$ cat config.mk
export PLATFORM = sky130hd
export DESIGN_NAME = pad_dial_ctrl
export DESIGN_NICKNAME = d
export VERILOG_FILES = /design/src/logic/pad_pkg.sv /design/src/logic/pad_dial_ctrl.sv
export SDC_FILE = /design/constraint.sdc
export NUM_CORES = 1
export LEC_CHECK = 0
export BUFFER_PORTS_ARGS = -buffer_cell sky130_fd_sc_hd__buf_2
export CORE_AREA = 2 2 137 139
export CTS_CLUSTER_DIAMETER = 200
export DETAILED_ROUTE_END_ITERATION = 7
export DIE_AREA = 0 0 139 141
export PLACE_DENSITY_LB_ADDON = 0.05
export SKIP_LAST_GASP = 1
export SLEW_MARGIN = 10
export SYNTH_ARGS = -nofsm -noshare
export SYNTH_HDL_FRONTEND = slang
export SYNTH_SLANG_ARGS = --single-unit
$ cat constraint.sdc
create_clock -name ref_clk -period 3.3 [get_ports ref_clk]
set_clock_uncertainty 0.1 [all_clocks]
set_input_delay 0.33 -clock ref_clk [delete_from_list [all_inputs] [get_ports ref_clk]]
set_output_delay 0.33 -clock ref_clk [all_outputs]
set_load 0.02 [all_outputs]
$ cat src/logic/pad_pkg.sv
// constants, types and register map of the alarm dial-out controller
package pad_pkg;

   // clock and timing
   localparam int unsigned CLK_HZ        = 10_000_000;   // ref_clk rate
   localparam int unsigned SEC_NS        = 1_000_000_000;
   localparam int unsigned CLK_NS        = SEC_NS / CLK_HZ;
   localparam int unsigned SEC_CYCLES    = SEC_NS / CLK_NS;
   localparam int unsigned HOLD_SEC      = 20;           // wait before hang-up
   localparam logic [1:0]  ALARM_REPEAT  = 2'h3;         // alarm plays per call

   // system messages of the voice module
   localparam logic [7:0]  MSG_PROMPT    = 8'h01;        // ask for password
   localparam logic [7:0]  MSG_PWD_OK    = 8'h02;        // password accepted
   localparam logic [7:0]  MSG_PWD_BAD   = 8'h03;        // password rejected

   // register byte offsets
   localparam logic [4:0]  OFS_CTRL      = 5'h00;
   localparam logic [4:0]  OFS_RING      = 5'h04;
   localparam logic [4:0]  OFS_DIAL_MAX  = 5'h08;
   localparam logic [4:0]  OFS_PWD_MAX   = 5'h0c;
   localparam logic [4:0]  OFS_ALARM_MSG = 5'h10;
   localparam logic [4:0]  OFS_STATUS    = 5'h14;
   localparam logic [4:0]  OFS_IRQ_STAT  = 5'h18;
   localparam logic [4:0]  OFS_IRQ_MASK  = 5'h1c;

   // field positions
   localparam int unsigned CTRL_PWD_EN   = 0;
   localparam int unsigned CTRL_ENABLE   = 1;
   localparam int unsigned IRQ_OK        = 0;
   localparam int unsigned IRQ_FAIL      = 1;
   localparam int unsigned IRQ_ANSWER    = 2;
   localparam int unsigned IRQ_W         = 3;

   // reset values
   localparam logic [1:0]  RST_CTRL      = 2'h2;         // enabled, no password
   localparam logic [7:0]  RST_RING      = 8'h1e;
   localparam logic [7:0]  RST_DIAL_MAX  = 8'h03;
   localparam logic [7:0]  RST_PWD_MAX   = 8'h03;
   localparam logic [7:0]  RST_ALARM_MSG = 8'h05;

   // sequence states
   typedef enum logic [3:0] {
      ST_IDLE, ST_DIAL, ST_RING, ST_PROMPT, ST_WAITPWD, ST_BADPWD,
      ST_GOODPWD, ST_ALARM, ST_HOLD, ST_HANG, ST_DONE
   } pad_state_t;

   // commands to the voice module
   typedef struct packed {
      logic       dial;      // one-cycle pulse: dial the preset number
      logic       hang;      // one-cycle pulse: hang up
      logic       play;      // one-cycle pulse: play msg
      logic [7:0] msg;       // message number, valid with play
   } pad_cmd_t;

   // reports from the voice module
   typedef struct packed {
      logic       answered;  // level: call is off hook
      logic       playDone;  // pulse: playback finished
      logic       pwdValid;  // pulse: password entered
      logic       pwdOk;     // level with pwdValid: password correct
   } pad_stat_t;

endpackage

$ cat src/logic/pad_dial_ctrl.sv
// alarm dial-out sequencer with avalon-mm register slave and interrupt
//
// The Avalon-MM register port and the placing of the registers were chosen for this implementation.
`timescale 1ns/1ps
`default_nettype none

// Summary of operation
// - trigger high starts dialing the preset number through the voice module.
// - successful dial-out drives ok output high and fail output low.
// - failed dial-out drives ok output low and fail output high.
// - results stay until trigger goes low, then both clear together.
// - after dialing, wait ring time for an answer before giving up.
// - unanswered attempts redial the same number up to the attempt limit.
// - answered call with password first plays prompt message one.
// - correct password plays message two then alarm message three times.
// - after accepted playback, success is reported after twenty seconds.
// - wrong password plays message three, then back to prompt one.
// - after the allowed wrong entries, stop playback and hang up.
// - when every attempt fails, failure is reported.
// - without password, alarm plays three times, hang up after twenty seconds.
module pad_dial_ctrl
   import pad_pkg::*;
#(
   parameter int unsigned SEC_CYC = SEC_CYCLES    // cycles per second tick
) (
   // clock and reset
   input  wire logic        ref_clk,
   input  wire logic        rst_b,
   // avalon-mm slave
   input  wire logic [4:0]  address,
   input  wire logic        read,
   input  wire logic        write,
   input  wire logic [3:0]  byteenable,
   input  wire logic [31:0] writedata,
   output var  logic [31:0] readdata,
   output var  logic        waitrequest,
   // interrupt
   output var  logic        irq,
   // alarm trigger and results
   input  wire logic        alarm_trigger_in,
   output var  logic        dial_ok_out,
   output var  logic        dial_fail_out,
   // voice module
   output var  pad_cmd_t    voiceCmd,
   input  wire pad_stat_t   voiceStat
);

   //////////////////////////////////////////////////////////////////////////
   // declarations

   localparam int unsigned PRE_W = (SEC_CYC > 1) ? $clog2(SEC_CYC) : 1;

   pad_state_t         state_q, state_d;
   logic [PRE_W-1:0]   pre_q;
   logic [7:0]         sec_q;
   logic               secTick;
   logic [7:0]         tryCnt_q;
   logic [7:0]         badCnt_q;
   logic [1:0]         playCnt_q;
   logic               callOk_q;
   logic               startPlay;
   logic [7:0]         playMsg;
   logic               markOk;
   logic               enter;
   logic               holdTrig_q;
   logic [1:0]         ctrl_q;
   logic [7:0]         ring_q, dialMax_q, pwdMax_q, alarmMsg_q;
   logic [IRQ_W-1:0]   irqStat_q, irqMask_q, irqEvt;
   logic               busWr, busRd;

   //////////////////////////////////////////////////////////////////////////
   // helpers

   // states in which a call is up
   function automatic logic callUp(input pad_state_t s);
      callUp = (s == ST_PROMPT) || (s == ST_WAITPWD) || (s == ST_BADPWD)
            || (s == ST_GOODPWD) || (s == ST_ALARM) || (s == ST_HOLD);
   endfunction

   // read value of a register offset
   function automatic logic [31:0] regRead(input logic [4:0] a);
      regRead = 32'h0000_0000;
      unique case (a)
         OFS_CTRL:      regRead[1:0]  = ctrl_q;
         OFS_RING:      regRead[7:0]  = ring_q;
         OFS_DIAL_MAX:  regRead[7:0]  = dialMax_q;
         OFS_PWD_MAX:   regRead[7:0]  = pwdMax_q;
         OFS_ALARM_MSG: regRead[7:0]  = alarmMsg_q;
         OFS_STATUS:    regRead[19:0] = {dial_fail_out, dial_ok_out, 2'h0,
                                         tryCnt_q, 4'h0, state_q};
         OFS_IRQ_STAT:  regRead[IRQ_W-1:0] = irqStat_q;
         OFS_IRQ_MASK:  regRead[IRQ_W-1:0] = irqMask_q;
         default:       regRead = 32'h0000_0000;
      endcase
   endfunction

   //////////////////////////////////////////////////////////////////////////
   // second tick and per-state second counter

   assign enter   = (state_d != state_q);
   assign secTick = (pre_q == PRE_W'(SEC_CYC - 1));

   // prescaler restarts on every state change
   always_ff @(posedge ref_clk) begin
      if (!rst_b || enter || secTick) begin
         pre_q <= '0;
      end else begin
         pre_q <= pre_q + PRE_W'(1);
      end
   end

   // seconds spent in the current state, saturating
   always_ff @(posedge ref_clk) begin
      if (!rst_b || enter) begin
         sec_q <= 8'h00;
      end else if (secTick && sec_q != 8'hff) begin
         sec_q <= sec_q + 8'h01;
      end
   end

   //////////////////////////////////////////////////////////////////////////
   // next-state logic

   always_comb begin
      state_d   = state_q;
      startPlay = 1'b0;
      playMsg   = alarmMsg_q;
      markOk    = 1'b0;
      unique case (state_q)
         ST_IDLE: begin
            // start only on a fresh activation
            if (alarm_trigger_in && !holdTrig_q && ctrl_q[CTRL_ENABLE]) begin
               state_d = ST_DIAL;
            end
         end
         ST_DIAL: begin
            state_d = ST_RING;
         end
         ST_RING: begin
            if (voiceStat.answered) begin
               state_d   = ctrl_q[CTRL_PWD_EN] ? ST_PROMPT : ST_ALARM;
               startPlay = 1'b1;
               playMsg   = ctrl_q[CTRL_PWD_EN] ? MSG_PROMPT : alarmMsg_q;
            end else if (sec_q >= ring_q) begin
               state_d = ST_HANG;
            end
         end
         ST_PROMPT: begin
            if (voiceStat.playDone) begin
               state_d = ST_WAITPWD;
            end
         end
         ST_WAITPWD: begin
            if (voiceStat.pwdValid && voiceStat.pwdOk) begin
               state_d   = ST_GOODPWD;
               startPlay = 1'b1;
               playMsg   = MSG_PWD_OK;
            end else if (voiceStat.pwdValid) begin
               if (badCnt_q + 8'h01 >= pwdMax_q) begin
                  state_d = ST_HANG;
               end else begin
                  state_d   = ST_BADPWD;
                  startPlay = 1'b1;
                  playMsg   = MSG_PWD_BAD;
               end
            end else if (sec_q >= ring_q) begin
               state_d   = ST_PROMPT;
               startPlay = 1'b1;
               playMsg   = MSG_PROMPT;
            end
         end
         ST_BADPWD: begin
            if (voiceStat.playDone) begin
               state_d   = ST_PROMPT;
               startPlay = 1'b1;
               playMsg   = MSG_PROMPT;
            end
         end
         ST_GOODPWD: begin
            if (voiceStat.playDone) begin
               state_d   = ST_ALARM;
               startPlay = 1'b1;
            end
         end
         ST_ALARM: begin
            if (voiceStat.playDone) begin
               if (playCnt_q + 2'h1 >= ALARM_REPEAT) begin
                  state_d = ST_HOLD;
               end else begin
                  startPlay = 1'b1;                                 // replay the alarm
               end
            end
         end
         ST_HOLD: begin
            if (sec_q >= 8'(HOLD_SEC)) begin
               state_d = ST_HANG;
               markOk  = 1'b1;
            end
         end
         ST_HANG: begin
            if (!alarm_trigger_in) begin
               state_d = ST_IDLE;
            end else if (callOk_q) begin
               state_d = ST_DONE;
            end else if (tryCnt_q < dialMax_q) begin
               state_d = ST_DIAL;
            end else begin
               state_d = ST_DONE;
            end
         end
         ST_DONE: begin
            if (!alarm_trigger_in) begin
               state_d = ST_IDLE;
            end
         end
      endcase
      // lost call outside hold, or dropped trigger, ends an active call
      if (callUp(state_q) && state_d != ST_HANG && !markOk &&
          ((!voiceStat.answered && state_q != ST_HOLD) || !alarm_trigger_in)) begin
         state_d   = ST_HANG;
         startPlay = 1'b0;
      end
      if ((state_q == ST_DIAL || state_q == ST_RING) && !alarm_trigger_in) begin
         state_d = ST_HANG;
      end
   end

   //////////////////////////////////////////////////////////////////////////
   // sequence registers

   // state register
   always_ff @(posedge ref_clk) begin
      if (!rst_b) begin
         state_q <= ST_IDLE;
      end else begin
         state_q <= state_d;
      end
   end

   // blocks restart until trigger has been low once
   always_ff @(posedge ref_clk) begin
      if (!rst_b) begin
         holdTrig_q <= 1'b0;
      end else if (!alarm_trigger_in) begin
         holdTrig_q <= 1'b0;
      end else if (state_q != ST_IDLE) begin
         holdTrig_q <= 1'b1;
      end
   end

   // attempt, wrong-password and alarm-play counters
   always_ff @(posedge ref_clk) begin
      if (!rst_b || state_d == ST_IDLE) begin
         tryCnt_q  <= 8'h00;
         badCnt_q  <= 8'h00;
         playCnt_q <= 2'h0;
      end else if (enter && state_d == ST_DIAL) begin
         tryCnt_q  <= tryCnt_q + 8'h01;
         badCnt_q  <= 8'h00;
         playCnt_q <= 2'h0;
      end else begin
         if (enter && state_d == ST_BADPWD) begin
            badCnt_q <= badCnt_q + 8'h01;
         end
         if (state_q == ST_ALARM && voiceStat.playDone) begin
            playCnt_q <= playCnt_q + 2'h1;
         end
      end
   end

   // outcome of the current attempt
   always_ff @(posedge ref_clk) begin
      if (!rst_b || state_d == ST_IDLE || state_d == ST_DIAL) begin
         callOk_q <= 1'b0;
      end else if (markOk) begin
         callOk_q <= 1'b1;
      end
   end

   // result outputs, held until trigger low
   always_ff @(posedge ref_clk) begin
      if (!rst_b || !alarm_trigger_in) begin
         dial_ok_out   <= 1'b0;
         dial_fail_out <= 1'b0;
      end else if (enter && state_d == ST_DONE) begin
         dial_ok_out   <= callOk_q;
         dial_fail_out <= !callOk_q;
      end
   end

   // command pulses to the voice module
   always_ff @(posedge ref_clk) begin
      if (!rst_b) begin
         voiceCmd <= '0;
      end else begin
         voiceCmd.dial <= enter && (state_d == ST_DIAL);
         voiceCmd.hang <= enter && (state_d == ST_HANG) && (state_q != ST_DIAL)
                          && (state_q != ST_RING || voiceStat.answered);
         voiceCmd.play <= startPlay;
         if (startPlay) begin
            voiceCmd.msg <= playMsg;
         end
      end
   end

   //////////////////////////////////////////////////////////////////////////
   // avalon-mm slave: one wait cycle, then answer

   assign busWr = write && !waitrequest;
   assign busRd = read && !waitrequest;

   // waitrequest drops for one cycle per request
   always_ff @(posedge ref_clk) begin
      if (!rst_b) begin
         waitrequest <= 1'b1;
      end else begin
         waitrequest <= !((read || write) && waitrequest);
      end
   end

   // read data captured as waitrequest drops
   always_ff @(posedge ref_clk) begin
      if (!rst_b) begin
         readdata <= 32'h0000_0000;
      end else if (read && waitrequest) begin
         readdata <= regRead(address);
      end
   end

   // configuration registers, low byte lane only
   always_ff @(posedge ref_clk) begin
      if (!rst_b) begin
         ctrl_q     <= RST_CTRL;
         ring_q     <= RST_RING;
         dialMax_q  <= RST_DIAL_MAX;
         pwdMax_q   <= RST_PWD_MAX;
         alarmMsg_q <= RST_ALARM_MSG;
         irqMask_q  <= '0;
      end else if (busWr && byteenable[0]) begin
         unique case (address)
            OFS_CTRL:      ctrl_q     <= writedata[1:0];
            OFS_RING:      ring_q     <= writedata[7:0];
            OFS_DIAL_MAX:  dialMax_q  <= writedata[7:0];
            OFS_PWD_MAX:   pwdMax_q   <= writedata[7:0];
            OFS_ALARM_MSG: alarmMsg_q <= writedata[7:0];
            OFS_IRQ_MASK:  irqMask_q  <= writedata[IRQ_W-1:0];
            default:       ;
         endcase
      end
   end

   //////////////////////////////////////////////////////////////////////////
   // interrupt status: sticky, write one to clear, set wins

   assign irqEvt[IRQ_OK]     = enter && state_d == ST_DONE && callOk_q;
   assign irqEvt[IRQ_FAIL]   = enter && state_d == ST_DONE && !callOk_q;
   assign irqEvt[IRQ_ANSWER] = state_q == ST_RING && callUp(state_d);

   always_ff @(posedge ref_clk) begin
      if (!rst_b) begin
         irqStat_q <= '0;
      end else if (busWr && byteenable[0] && address == OFS_IRQ_STAT) begin
         irqStat_q <= (irqStat_q & ~writedata[IRQ_W-1:0]) | irqEvt;
      end else begin
         irqStat_q <= irqStat_q | irqEvt;
      end
   end

   // level interrupt from masked status
   always_ff @(posedge ref_clk) begin
      if (!rst_b) begin
         irq <= 1'b0;
      end else begin
         irq <= |((irqStat_q | irqEvt) & irqMask_q);
      end
   end

endmodule

`default_nettype wire

==> results.md <==
- The startpoint type of the worst setup path is a flop.
- Synthesis handed over a netlist of 865 instances.
- In this run, synthesis inferred 0 flip-flops with an integrated enable.
- The most frequent cell after synthesis is sky130_fd_sc_hd__dfxtp_1.
- The layout-stage area growth over the synthesis result is 34.9%.
- The number of instances on the worst hold path is 2.
- Row generation in the floorplan step produced 50 rows.
- The number of nets in the layout is 1095.
- The post-route clock period utilization is 107%.
- The required time of the critical path is 3.54 ns.
- In the synthesized netlist the async set-or-reset flop fraction comes to 0%.
- After detailed routing, the number of remaining DRC violations is 0.
- Setup violations remaining at the end of the flow were counted as 50.
- The sum of internal, switching and leakage power is 7.23 mW.
- The global placer's final weighted congestion is 0.938.
- The largest fanout on the critical path is 8.
- Across all layers, the routed design uses 6841 vias.
- The cts-stage hold buffer count is 0.
- Max-cap violations in this run came to 0.
- The run finished, with violations left.
- The placeable core region is 18300 um^2.
- Of the cells placed in the final design, the portion with a size suffix greater than 1 is 29.3%.
- Buffers placed on the I/O ports in this run total 55.
- The highest layer touched by signal routing is met4.
- The number of endpoints with negative hold slack in the final report is 0.
- The critical path in this run is classified as reg2reg.
- Dividing total power by cell area gives a power density of 756 nW/um^2.
- The tightest min-delay check is of the in2reg type.
- In this run the horizontal extent of the chip is 139 um.
- Global routing finished with a remaining overflow of 0.
- The kind of end point of the critical path is a flop.
- For this run, the total global-route usage over all layers was measured as 21.9%.
- After synthesis the netlist holds a flip-flop and latch count of 129.
- Prior to clock tree synthesis, the placed netlist has a worst setup slack of -0.375 ns.
- In the final routing, the length of wire on met1 measures 10200 um.
- TritonCTS built the clock tree.
- The number of levels in the clock H-tree is 4.
- Setup repair after global routing could not meet its margin everywhere.
- The root cell of the clock tree is sky130_fd_sc_hd__clkbuf_16.
- For this design the static power due to leakage is 3.74 nW.
- For the worst flop-to-flop path, the logic depth is 16.
- The peak clock frequency supported by timing is 284 MHz.
- Once the floorplan was initialized, standard cells occupied 38.8% of the core.
- The data arrival at the endpoint of the critical path is 3.76 ns.
- The hold slack is 0.0345 ns.
- Yosys attributes the largest share of cell area to sky130_fd_sc_hd__dfxtp_1 36%, sky130_fd_sc_hd__nand2_1 6.1%, sky130_fd_sc_hd__ha_1 5.1%.
- The setup slack of the critical path after layout is -0.217 ns.
- During synthesis, Yosys emitted a total of 0 warnings.
- By count the netlist is led by 129 x sky130_fd_sc_hd__dfxtp_1, 116 x sky130_fd_sc_hd__nand2_1, 64 x sky130_fd_sc_hd__a21oi_1, 64 x sky130_fd_sc_hd__nor2_1, 58 x sky130_fd_sc_hd__nand3_1.
- The synthesized netlist contains 76 unique library cells.
- In the detailed route, the total length drawn on met3 is 1020 um.
- The clock slew at the register clock pins of the worst setup and hold paths is 0.07 ns.
- The final count of pins violating max slew came to 0.
- The average cell area after synthesis is 8.20 um^2.
- The layout has 1753 filler cells.
- The antenna diode instance count is 0.
- After detailed routing, the average wire length per cell comes to 17.3 um.
- In the routed layout, each cell is associated on average with a via count of 5.42.
- Across the VDD grid, the largest voltage drop is 0.569 mV.
- The mapped netlist covers 7090 um^2.
- Detailed placement ended at an HPWL of 15500 um.
- After synthesis, the largest area contributor takes up 36.4% of total cell area.
- The wire length on met2 is 10100 um.
- The first global-routing pass estimated 34500 um of wire.
- The floorplan step set the die height to 141 um.
- TritonCTS created 17 clock buffers.
- The number of ports placed on the die boundary is 97.
- The shortest clock period the worst path allows after layout is 3.52 ns.
- The checks that failed: negative setup slack.
- The total wire length is 21800 um.
- The count of nets left with antenna violations once routing finished came out at 0.
- Sequential cells were found to cover 36.4% of the synthesized design area.
- The first TritonRoute pass finished after 5 iterations.
- The largest buffer count on any clock path is 2.
- In the synthesized netlist the dominant register cell turns out to be sky130_fd_sc_hd__dfxtp_1.
- The actual slew at the worst max-slew pin is 0.656 ns.
- The largest net degree at the start of global routing is 38.
- The most area-hungry cell type in the Yosys netlist is sky130_fd_sc_hd__dfxtp_1.
- The number of antenna violations at the first check in global routing is 0.
- In this run the tightest slew margin relative to its limit is 56.3%.
- The number of global-route vias before repair is 6612.
- The later-pin clock latency in the skew report is 0.42 ns.
- The die covers 19600 um^2.
- The clock sink total is 129.
- The number of design-rule violations left by the first detailed-router iteration is 465.
[metrics by stage]
stage	utilization (%)	area, um^2	setup TNS [ns]	std cells
after floorplan	-	7210	-1.25	878
after global placement	45.4	8290	-15.17	1209
after detailed placement	45.4	8290	-16.36	1209
after CTS	50.3	9190	-10.0	1255
after global routing	52.4	9570	-17.19	1263
final	52.4	9570	-6.51	1263
[cell type report]
type	instances	area (um^2)	area share (%)
inverters	35	131	1.37
flip-flops and latches	129	2590	27.1
well taps	234	293	3.06
clock inverters	13	140	1.46
repair buffers	179	1360	14.2
multi-input cells	654	4600	48.0
clock buffers	19	454	4.75
[registers in the layout, indices dropped and copies added, names as in the netlist, 2 cells and up]
signal,flops
badCnt_q,8
alarmMsg_q,8
sec_q,8
ring_q,8
voiceCmd,11
tryCnt_q,8
state_q,4
irqMask_q,3
readdata,18
dialMax_q,8
pre_q,24
pwdMax_q,8
playCnt_q,2
irqStat_q,3
ctrl_q,2
[routing by layer]
metal  vias up  GRT usage [%]
met2       171           36.0
met5         -              0
met3        30           4.52
li1       3354              -
met4         0           6.80
met1      3286           29.1
[layout by cell type, fill, tap and decap left out, drive strengths merged, types with 6 or more instances in the layout]
cell type,instances
a21oi,65
nand4,8
nand2,116
o21a,7
nor4,6
nor2b,12
and3,13
o21ai,29
xnor2,20
o211ai,11
clkbuf,22
nand3,59
ha,29
a22oi,13
nand2b,8
nor2,64
a211oi,10
a22o,6
mux2i,21
xor2,22
dfxtp,129
buf,176
nor3,38
or3,13
conb,14
inv,42
[cells by family after synthesis]
group           after synthesis  synth area share, %
compound gates              184                 17.5
xor+xnor                     42                 5.19
fa+ha+maj                    29                 5.12
buf+inv                      96                 6.32
flops                       129                 36.4
mux                          22                 3.12
other cells                   1               0.0529
simple gates                362                 26.3
[critical path, stage by stage (launching register included)]
cell	delay (ns)
sky130_fd_sc_hd__dfxtp_4	0.37
sky130_fd_sc_hd__nand3_4	0.08
sky130_fd_sc_hd__nor2_4	0.11
sky130_fd_sc_hd__and3_4	0.21
sky130_fd_sc_hd__xor2_2	0.16
sky130_fd_sc_hd__ha_1	0.29
sky130_fd_sc_hd__a211oi_4	0.26
sky130_fd_sc_hd__o221a_2	0.25
sky130_fd_sc_hd__o311ai_4	0.11
sky130_fd_sc_hd__o41ai_4	0.24
sky130_fd_sc_hd__buf_6	0.18
sky130_fd_sc_hd__a21oi_4	0.06
sky130_fd_sc_hd__nor4b_4	0.27
sky130_fd_sc_hd__buf_12	0.17
sky130_fd_sc_hd__nand3_4	0.14
sky130_fd_sc_hd__clkbuf_16	0.24
sky130_fd_sc_hd__nor3_2	0.18
[report_power, final]
group	switching, mW	internal [mW]	total (mW)
Combinational	2.00	1.68	3.68
Clock	0.797	1.11	1.91
Sequential	0.0299	1.61	1.64
Total	2.83	4.40	7.23
[worst paths after layout]
kind | startpoint | endpoint | slack, ns
max reg2reg | badCnt_q[1] | pre_q[11] | -0.22
min reg2reg | waitrequest | waitrequest | 0.35
min | read | waitrequest | 0.03
max | badCnt_q[1] | pre_q[11] | -0.22
[repair_timing]
item / in CTS / in global routing
buffers inserted: 10 / 7
endpoints found under the hold margin: 0 / 0
pin swaps: 10 / 44
gates cloned: 4 / 3
resized for setup: 46 / 55
setup endpoints to repair: 62 / 62
(Power assumes the default switching activity.)
